`src/flash_seq_pkg.sv`:
```
package flash_seq_pkg;
   localparam int          ROW_WORDS     = 32;
   localparam int          IDX_W         = 5;
   localparam int          CLK_PERIOD_NS = 10;
   localparam int          OP_TIME_MS    = 2;
   localparam int          OP_CYCLES     = OP_TIME_MS * 1000000 / CLK_PERIOD_NS;
   localparam int          CNT_W         = 20;
   localparam int          GO_NOPS       = 2;
   // device register offsets
   localparam logic [15:0] OFS_CTRL      = 16'h0760;
   localparam logic [15:0] OFS_ADDR_LO   = 16'h0762;
   localparam logic [15:0] OFS_ADDR_HI   = 16'h0764;
   localparam logic [15:0] OFS_KEY       = 16'h0766;
   localparam logic [15:0] RST_CTRL      = 16'h0000;
   localparam logic [7:0]  KEY_FIRST     = 8'h55;
   localparam logic [7:0]  KEY_SECOND    = 8'haa;
   // flash_op_control fields
   localparam int          CTRL_GO       = 15;
   localparam int          CTRL_PERMIT   = 14;
   localparam int          OP_ERASE_BIT  = 6;
   localparam logic [15:0] CTRL_WMASK    = 16'h417f;
   localparam logic [15:0] ADDR_HI_MASK  = 16'h00ff;
   localparam logic [3:0]  OP_ROW        = 4'h1;
   localparam logic [15:0] CMD_ERASE_ROW = 16'h4041;
   localparam logic [15:0] CMD_PROG_ROW  = 16'h4001;
   localparam logic [15:0] GO_SET        = 16'h8000;
   // controller register offsets
   localparam logic [3:0]  H_CTRL        = 4'h0;
   localparam logic [3:0]  H_ADDR_LO     = 4'h1;
   localparam logic [3:0]  H_ADDR_HI     = 4'h2;
   localparam logic [3:0]  H_DATA_LO     = 4'h3;
   localparam logic [3:0]  H_DATA_HI     = 4'h4;
   localparam logic [3:0]  H_STATUS      = 4'h5;
   localparam int          HC_ERASE      = 0;
   localparam int          HC_PROG       = 1;
   localparam int          HC_REWIND     = 2;

   typedef enum logic [1:0] {
      KEY_IDLE = 2'b00,
      KEY_HALF = 2'b01,
      KEY_OPEN = 2'b10
   } key_e;

   typedef enum logic [3:0] {
      H_IDLE   = 4'b0000,
      H_TBL_LO = 4'b0001,
      H_TBL_HI = 4'b0010,
      H_SETCON = 4'b0011,
      H_SETAHI = 4'b0100,
      H_SETALO = 4'b0101,
      H_KEY1   = 4'b0110,
      H_KEY2   = 4'b0111,
      H_GO     = 4'b1000,
      H_NOP    = 4'b1001,
      H_POLL   = 4'b1010,
      H_CHECK  = 4'b1011
   } host_e;
endpackage

```
`src/flash_seq_if.sv`:
```
`timescale 1ns/1ps
interface flash_seq_if;
   logic        reg_wr;
   logic        reg_rd;
   logic [15:0] reg_addr;
   logic [15:0] reg_wdata;
   logic [15:0] reg_rdata;
   logic        tbl_low;
   logic        tbl_high;
   logic [23:0] tbl_ea;
   logic [15:0] tbl_data;
   logic        stall;

   modport dev (input reg_wr, reg_rd, reg_addr, reg_wdata, tbl_low, tbl_high, tbl_ea, tbl_data,
                output reg_rdata, stall);
   modport core (output reg_wr, reg_rd, reg_addr, reg_wdata, tbl_low, tbl_high, tbl_ea, tbl_data,
                 input reg_rdata, stall);
endinterface

```
`src/flash_row_core.sv`:
```
`timescale 1ns/1ps
module flash_row_core (
   input  wire logic        mclk,
   input  wire logic        rst,
   input  wire logic [3:0]  user_addr,
   input  wire logic [15:0] user_wdata,
   input  wire logic        user_wr,
   input  wire logic        user_rd,
   output logic      [15:0] user_rdata,
   flash_seq_if.core        bus
);
   import flash_seq_pkg::*;

   typedef struct packed {
      host_e       st;
      logic [15:0] base_lo;
      logic [15:0] base_hi;
      logic [15:0] data_lo;
      logic [7:0]  data_hi;
      logic [IDX_W:0] words;
      logic        erase;
      logic        done;
      logic        defer;
      logic [1:0]  nops;
      logic [15:0] urdata;
      logic        wr;
      logic        rd;
      logic [15:0] addr;
      logic [15:0] wdata;
      logic        tlo;
      logic        thi;
      logic [23:0] ea;
      logic [15:0] tdata;
   } core_s;

   core_s s_r;
   core_s s_nxt;

   function automatic logic [23:0] word_ea(input logic [15:0] hi, input logic [15:0] lo,
                                           input logic [IDX_W:0] n);
      word_ea = {hi[7:0], lo} + {17'h00000, n, 1'b0};
   endfunction

   assign user_rdata    = s_r.urdata;
   assign bus.reg_wr    = s_r.wr;
   assign bus.reg_rd    = s_r.rd;
   assign bus.reg_addr  = s_r.addr;
   assign bus.reg_wdata = s_r.wdata;
   assign bus.tbl_low   = s_r.tlo;
   assign bus.tbl_high  = s_r.thi;
   assign bus.tbl_ea    = s_r.ea;
   assign bus.tbl_data  = s_r.tdata;

   always_comb begin
      s_nxt        = s_r;
      s_nxt.wr     = 1'b0;
      s_nxt.rd     = 1'b0;
      s_nxt.tlo    = 1'b0;
      s_nxt.thi    = 1'b0;
      s_nxt.urdata = 16'h0000;
      // ---------------------------------------------------------------
      // user register port
      // ---------------------------------------------------------------
      if (user_rd) begin
         case (user_addr)
            H_ADDR_LO: s_nxt.urdata = s_r.base_lo;
            H_ADDR_HI: s_nxt.urdata = s_r.base_hi & ADDR_HI_MASK;
            H_STATUS:  s_nxt.urdata = {7'h00, s_r.defer, s_r.done, (s_r.st != H_IDLE), s_r.words};
            default:   s_nxt.urdata = 16'h0000;
         endcase
      end
      if (user_wr && s_r.st == H_IDLE) begin
         case (user_addr)
            H_CTRL: begin
               if (user_wdata[HC_REWIND]) begin
                  s_nxt.words = '0;
               end
               if (user_wdata[HC_ERASE] || user_wdata[HC_PROG]) begin
                  s_nxt.erase = user_wdata[HC_ERASE];
                  s_nxt.done  = 1'b0;
                  s_nxt.st    = H_SETCON;
               end
            end
            H_ADDR_LO: s_nxt.base_lo = user_wdata;
            H_ADDR_HI: s_nxt.base_hi = user_wdata & ADDR_HI_MASK;
            H_DATA_LO: s_nxt.data_lo = user_wdata;
            H_DATA_HI: begin
               s_nxt.data_hi = user_wdata[7:0];
               s_nxt.st      = H_TBL_LO;
            end
            default: s_nxt.st = s_r.st;
         endcase
      end
      // ---------------------------------------------------------------
      // sequence engine, frozen while the device stalls the core
      // ---------------------------------------------------------------
      if (!bus.stall) begin
         case (s_r.st)
            H_TBL_LO: begin
               s_nxt.tlo   = 1'b1;
               s_nxt.ea    = word_ea(s_r.base_hi, s_r.base_lo, s_r.words);
               s_nxt.tdata = s_r.data_lo;
               s_nxt.st    = H_TBL_HI;
            end
            H_TBL_HI: begin
               s_nxt.thi   = 1'b1;
               s_nxt.tdata = {8'h00, s_r.data_hi};
               s_nxt.words = s_r.words + 1'b1;
               s_nxt.st    = H_IDLE;
            end
            H_SETCON: begin
               s_nxt.wr    = 1'b1;
               s_nxt.addr  = OFS_CTRL;
               s_nxt.wdata = s_r.erase ? CMD_ERASE_ROW : CMD_PROG_ROW;
               s_nxt.st    = s_r.erase ? H_SETAHI : H_KEY1;
            end
            H_SETAHI: begin
               s_nxt.wr    = 1'b1;
               s_nxt.addr  = OFS_ADDR_HI;
               s_nxt.wdata = s_r.base_hi;
               s_nxt.st    = H_SETALO;
            end
            H_SETALO: begin
               s_nxt.wr    = 1'b1;
               s_nxt.addr  = OFS_ADDR_LO;
               s_nxt.wdata = s_r.base_lo;
               s_nxt.st    = H_KEY1;
            end
            H_KEY1: begin
               s_nxt.defer = 1'b1;
               s_nxt.wr    = 1'b1;
               s_nxt.addr  = OFS_KEY;
               s_nxt.wdata = {8'h00, KEY_FIRST};
               s_nxt.st    = H_KEY2;
            end
            H_KEY2: begin
               s_nxt.wr    = 1'b1;
               s_nxt.addr  = OFS_KEY;
               s_nxt.wdata = {8'h00, KEY_SECOND};
               s_nxt.st    = H_GO;
            end
            H_GO: begin
               s_nxt.wr    = 1'b1;
               s_nxt.addr  = OFS_CTRL;
               s_nxt.wdata = (s_r.erase ? CMD_ERASE_ROW : CMD_PROG_ROW) | GO_SET;
               s_nxt.nops  = '0;
               s_nxt.st    = H_NOP;
            end
            H_NOP: begin
               s_nxt.nops = s_r.nops + 1'b1;
               if (s_r.nops == 2'(GO_NOPS - 1)) begin
                  s_nxt.defer = 1'b0;
                  s_nxt.st    = H_POLL;
               end
            end
            H_POLL: begin
               s_nxt.rd   = 1'b1;
               s_nxt.addr = OFS_CTRL;
               s_nxt.st   = H_CHECK;
            end
            H_CHECK: begin
               if (s_r.rd) begin
                  // read data arrive one cycle after the strobe
                  s_nxt.st = H_CHECK;
               end else if (bus.reg_rdata[CTRL_GO]) begin
                  s_nxt.st = H_POLL;
               end else begin
                  s_nxt.done = 1'b1;
                  s_nxt.st   = H_IDLE;
               end
            end
            H_IDLE: begin
               // starts come from the user port above
            end
            default: s_nxt.st = H_IDLE;
         endcase
      end
   end

   always_ff @(posedge mclk) begin
      if (rst) begin
         s_r    <= '0;
         s_r.st <= H_IDLE;
      end else begin
         s_r <= s_nxt;
      end
   end
endmodule

```
`src/flat_wrapper.sv`:
```
// flat-port wrapper written by rule: the top's interface ports become plain ports
module flash_row_core_flat import flash_seq_pkg::*;
  (mclk, rst, user_addr, user_wdata, user_wr, user_rd, user_rdata, bus_reg_wr, bus_reg_rd, bus_reg_addr, bus_reg_wdata, bus_tbl_low, bus_tbl_high, bus_tbl_ea, bus_tbl_data, bus_reg_rdata, bus_stall);
  flash_seq_if bus_i ();
  input  wire logic mclk;
  input  wire logic rst;
  input  wire logic [3:0] user_addr;
  input  wire logic [15:0] user_wdata;
  input  wire logic user_wr;
  input  wire logic user_rd;
  output logic      [15:0] user_rdata;
  output wire logic [$bits(bus_i.reg_wr)-1:0] bus_reg_wr;
  output wire logic [$bits(bus_i.reg_rd)-1:0] bus_reg_rd;
  output wire logic [$bits(bus_i.reg_addr)-1:0] bus_reg_addr;
  output wire logic [$bits(bus_i.reg_wdata)-1:0] bus_reg_wdata;
  output wire logic [$bits(bus_i.tbl_low)-1:0] bus_tbl_low;
  output wire logic [$bits(bus_i.tbl_high)-1:0] bus_tbl_high;
  output wire logic [$bits(bus_i.tbl_ea)-1:0] bus_tbl_ea;
  output wire logic [$bits(bus_i.tbl_data)-1:0] bus_tbl_data;
  input wire logic [$bits(bus_i.reg_rdata)-1:0] bus_reg_rdata;
  input wire logic [$bits(bus_i.stall)-1:0] bus_stall;
  assign bus_reg_wr = bus_i.reg_wr;
  assign bus_reg_rd = bus_i.reg_rd;
  assign bus_reg_addr = bus_i.reg_addr;
  assign bus_reg_wdata = bus_i.reg_wdata;
  assign bus_tbl_low = bus_i.tbl_low;
  assign bus_tbl_high = bus_i.tbl_high;
  assign bus_tbl_ea = bus_i.tbl_ea;
  assign bus_tbl_data = bus_i.tbl_data;
  assign bus_i.reg_rdata = bus_reg_rdata;
  assign bus_i.stall = bus_stall;
  flash_row_core u_core (.mclk(mclk), .rst(rst), .user_addr(user_addr), .user_wdata(user_wdata), .user_wr(user_wr), .user_rd(user_rd), .user_rdata(user_rdata), .bus(bus_i));
endmodule
```
`config.mk`:
```
export PLATFORM = sky130hd
export DESIGN_NAME = flash_row_core_flat
export DESIGN_NICKNAME = d
export VERILOG_FILES = /design/src/flash_seq_pkg.sv /design/src/flash_seq_if.sv /design/src/flash_row_core.sv /design/src/flat_wrapper.sv
export SDC_FILE = /design/constraint.sdc
export NUM_CORES = 1
export LEC_CHECK = 0
export BUFFER_PORTS_ARGS = -buffer_cell sky130_fd_sc_hd__buf_2
export CORE_UTILIZATION = 55
export DETAILED_ROUTE_END_ITERATION = 10
export PLACE_DENSITY = 0.88
export REMOVE_ABC_BUFFERS = 1
export SLEW_MARGIN = 20
export SYNTH_ARGS = -nofsm -noshare
export SYNTH_HDL_FRONTEND = slang
export SYNTH_SLANG_ARGS = --single-unit
```
`constraint.sdc`:
```
create_clock -name mclk -period 3.4 [get_ports mclk]
set_clock_uncertainty 0.2 [all_clocks]
set_input_delay 0.51 -clock mclk [delete_from_list [all_inputs] [get_ports mclk]]
set_output_delay 0.51 -clock mclk [all_outputs]
set_load 0.02 [all_outputs]
```
==> run_results.csv <==
group,metric,value,unit
synthesis,yosysSeqAreaShare,41.8,%
cells_and_area,final_cells,969,
floorplan,die_w,113,um
cts,clk_root_buffer_cell,"clkbuf_16",
route,ant_nets,0,
placement,dp.cells,937,
floorplan,io_pins,133,
cts,cts-hold-fix-buffers,0,
power_and_ir_drop,p_per_area,511,nW/um^2
synthesis,async_reset_ff_share,0,%
timing,slew_headroom,44.0,%
run_status,status,"complete, no violations",
timing,setup_ws,0.581,ns
cts,postCtsSetupRepairBufs,0,
route,drc,0,
floorplan,rows,40,
cells_and_area,layout-drive-gt1-share,20.6,%
global_route,grt-busiest-layer,"met2",
global_route,grt.met3_usage,7.23,%
timing,period_share,82.9,%
cts,cts_sinks,142,
floorplan,coreArea,12000,um^2
cts,cts_tree,"yes",
timing,rsz0062_at_grt,"no",
setup_path,endpoint,"u_core.bus.tbl_ea[21]",
setup_path,r2r-end,"u_core.bus.tbl_ea[21]",
global_route,use_met2,39.9,%
route,avgViaCountPerCell,5.66,
synthesis,syn_inst,793,
setup_path,r2r-start,"u_core.s_r[97]",
global_route,grt_pass1_wl,25.4,mm
cells_and_area,area_delta_synth_final,9.19,%
cts,cts_max_level,4,
global_route,grt-ovfl-total,0,
min_path,min_path_type,"in -> reg",
cells_and_area,antenna_cells,0,
setup_path,startpoint_type,"flip-flop",
cts,cts.clk_slew.worst_paths,0.06,ns
timing,worstMarginPinSlew,0.837,ns
timing,fin_crit,2.82,ns
global_route,grt_antenna_before_repair,0,
synthesis,synth_edf_count,0,
cells_and_area,fillers,1019,
cts,clk-insertion-delay-late,0.43,ns
cts,cts_inserted_buffers,17,
timing,drv_slew,0,
placement,io_buffer_count,108,
floorplan,die_area,12800,um^2
global_route,grt_max_degree,73,
setup_path,cp.required,3.51,ns
setup_path,critPathCaptureType,"flip-flop",
global_route,use_met1,32.5,%
power_and_ir_drop,ir_drop,0.000432,V
setup_path,cp_max_fo,6,
power_and_ir_drop,leakagePower,3.08,nW
floorplan,die_y,113,um
floorplan,start_util,56.6,%
cells_and_area,ff_latch_area,2840,um^2
route,dr.pass1.iters,6,
timing,fin_worst_hold_slack,0.132,ns
timing,fin_tns_setup,0,ns
setup_path,cp-startpoint,"u_core.s_r[97]",
cts,clockBufferDepth,2,
synthesis,ys_ff_latch,142,
synthesis,synthDistinctLibCells,57,
global_route,grt_pass1_vias,5038,
placement,post-place-ws,0.655,ns
route,dr_total_vias,5489,
setup_path,r2r_slack,0.58,ns
route,drtIter0Drc,440,
cells_and_area,multiInputGateArea,3090,um^2
synthesis,netlist_area,6800,um^2
cells_and_area,layout.nets,859,
setup_path,crit_type,"reg -> reg",
timing,fmax,355,MHz
timing,hold_viol_final,0,
global_route,grt_usage,25.5,%
placement,dpl.hpwl,10.9,mm
cts,ctsResizeCount,0,
setup_path,arrival,2.93,ns
synthesis,synth.avg_cell_area,8.57,um^2
setup_path,rr_worst_depth,8,
synthesis,ys.flop_type,"dfxtp_1",
timing,setup_violations,0,
job,cap_violations,0,
route,wl_per_cell,16.1,um
placement,gp_congestion,0.916,
route,totalWireLength,15.6,mm
synthesis,yosysWarnings,0,
through the flow:
stage,power (mW),cell area [um^2],utilization [%]
after detailed placement,1.98,6830,56.9
after CTS,3.81,7420,61.8
after floorplan,1.87,5990,-
final,3.79,7420,61.8
after global placement,1.98,6830,56.9
after global routing,3.91,7420,61.8
final cells by class:
type | count | area share (%)
clock buffer | 17 | 5.73
inverter | 15 | 0.759
sequential | 142 | 38.3
timing repair buffer | 122 | 8.90
clock inverter | 15 | 2.18
tap | 147 | 2.48
multi-input combinational | 511 | 41.6
worst min path at each step:
| stage | from | endpoint | slack [ns] | cells past startpoint |
|---|---|---|---|---|
| 2_1_floorplan | u_core.s_r[145] | u_core.s_r[145] | 0.25 | 2 |
| 4_1_cts | user_wdata[14] | u_core.s_r[157] | 0.12 | 3 |
| 5_1_grt | user_wdata[13] | u_core.s_r[124] | 0.14 | 3 |
| 6_report | user_wdata[8] | u_core.s_r[151] | 0.13 | 3 |
| 3_3_place_gp | u_core.bus.tbl_ea[21] | u_core.bus.tbl_ea[21] | 0.23 | 2 |
| 3_5_place_dp | u_core.bus.tbl_ea[21] | u_core.bus.tbl_ea[21] | 0.23 | 2 |
where the power goes:
| part | total [mW] | switching (mW) | internal (mW) | leakage, nW |
|---|---|---|---|---|
| Combinational | 0.236 | 0.154 | 0.0819 | 1.65 |
| Clock | 1.84 | 0.753 | 1.09 | 0.277 |
| Sequential | 1.71 | 0.0243 | 1.69 | 1.15 |
synthesized netlist by cell type, types with 8 or more instances:
cell	instances	area share (%)
a22o_1	9	1.2
a211oi_1	25	2.8
mux2i_1	45	6.6
inv_1	15	0.83
nor2_1	108	6.0
o21ai_0	13	0.96
nand3_1	17	1.3
a21oi_1	51	3.8
xnor2_1	11	1.4
a22oi_1	13	1.4
nor3_1	16	1.2
buf_4	90	9.9
ha_1	8	1.5
dfxtp_1	142	42
clkbuf_1	40	2.2
nand2_1	76	4.2
routing by layer:
layer / share of wire (%) / up-vias
met5: 0 / -
met1: 44 / 2548
met2: 45 / 226
li1: - / 2680
met3: 8.0 / 35
met4: 2.6 / 0
flip-flops by register name, indices dropped and copies added (netlist names):
| signal | cells |
|---|---|
| u_core.bus.reg_addr | 3 |
| u_core.bus.tbl_high | 1 |
| u_core.bus.tbl_data | 16 |
| u_core.bus.tbl_low | 1 |
| u_core.bus.tbl_ea | 24 |
| u_core.bus.reg_rd | 1 |
| u_core.bus.reg_wr | 1 |
| u_core.bus.reg_wdata | 16 |
| u_core.user_rdata | 16 |
| u_core.s_r | 63 |
placed cells by master, fill, tap and decap left out, drive strengths merged, types with 8 or more instances in the layout:
cell and n:
dfxtp 142, buf 122, nor2 108, nand2 76, a21oi 51, mux2i 45
a211oi 25, inv 20, nand3 17, clkbuf 17, nor3 16, o21ai 14
a22oi 13, xnor2 11, a22o 9, conb 9, ha 8, and2 8
critical path, stage by stage (launching register included):
cell	delay [ns]
dfxtp_1	0.42
ha_1	0.23
inv_1	0.06
fa_1	0.40
nor2b_1	0.21
o31ai_1	0.20
a2111oi_0	0.63
mux2i_1	0.27
nand2_1	0.08
logic make-up (layout without fill, tap and decap cells):
| family | Yosys count | in the layout | synth area share (%) |
|---|---|---|---|
| flops | 142 | 142 | 41.8 |
| buf+inv | 148 | 169 | 13.2 |
| mux | 51 | 51 | 7.62 |
| compound gates | 159 | 159 | 15.6 |
| other cells | 1 | 9 | 0.0552 |
| xor+xnor | 13 | 13 | 1.68 |
| fa+ha+maj | 9 | 9 | 1.77 |
| simple gates | 270 | 270 | 18.3 |
Power figures use the tool's default switching activity.
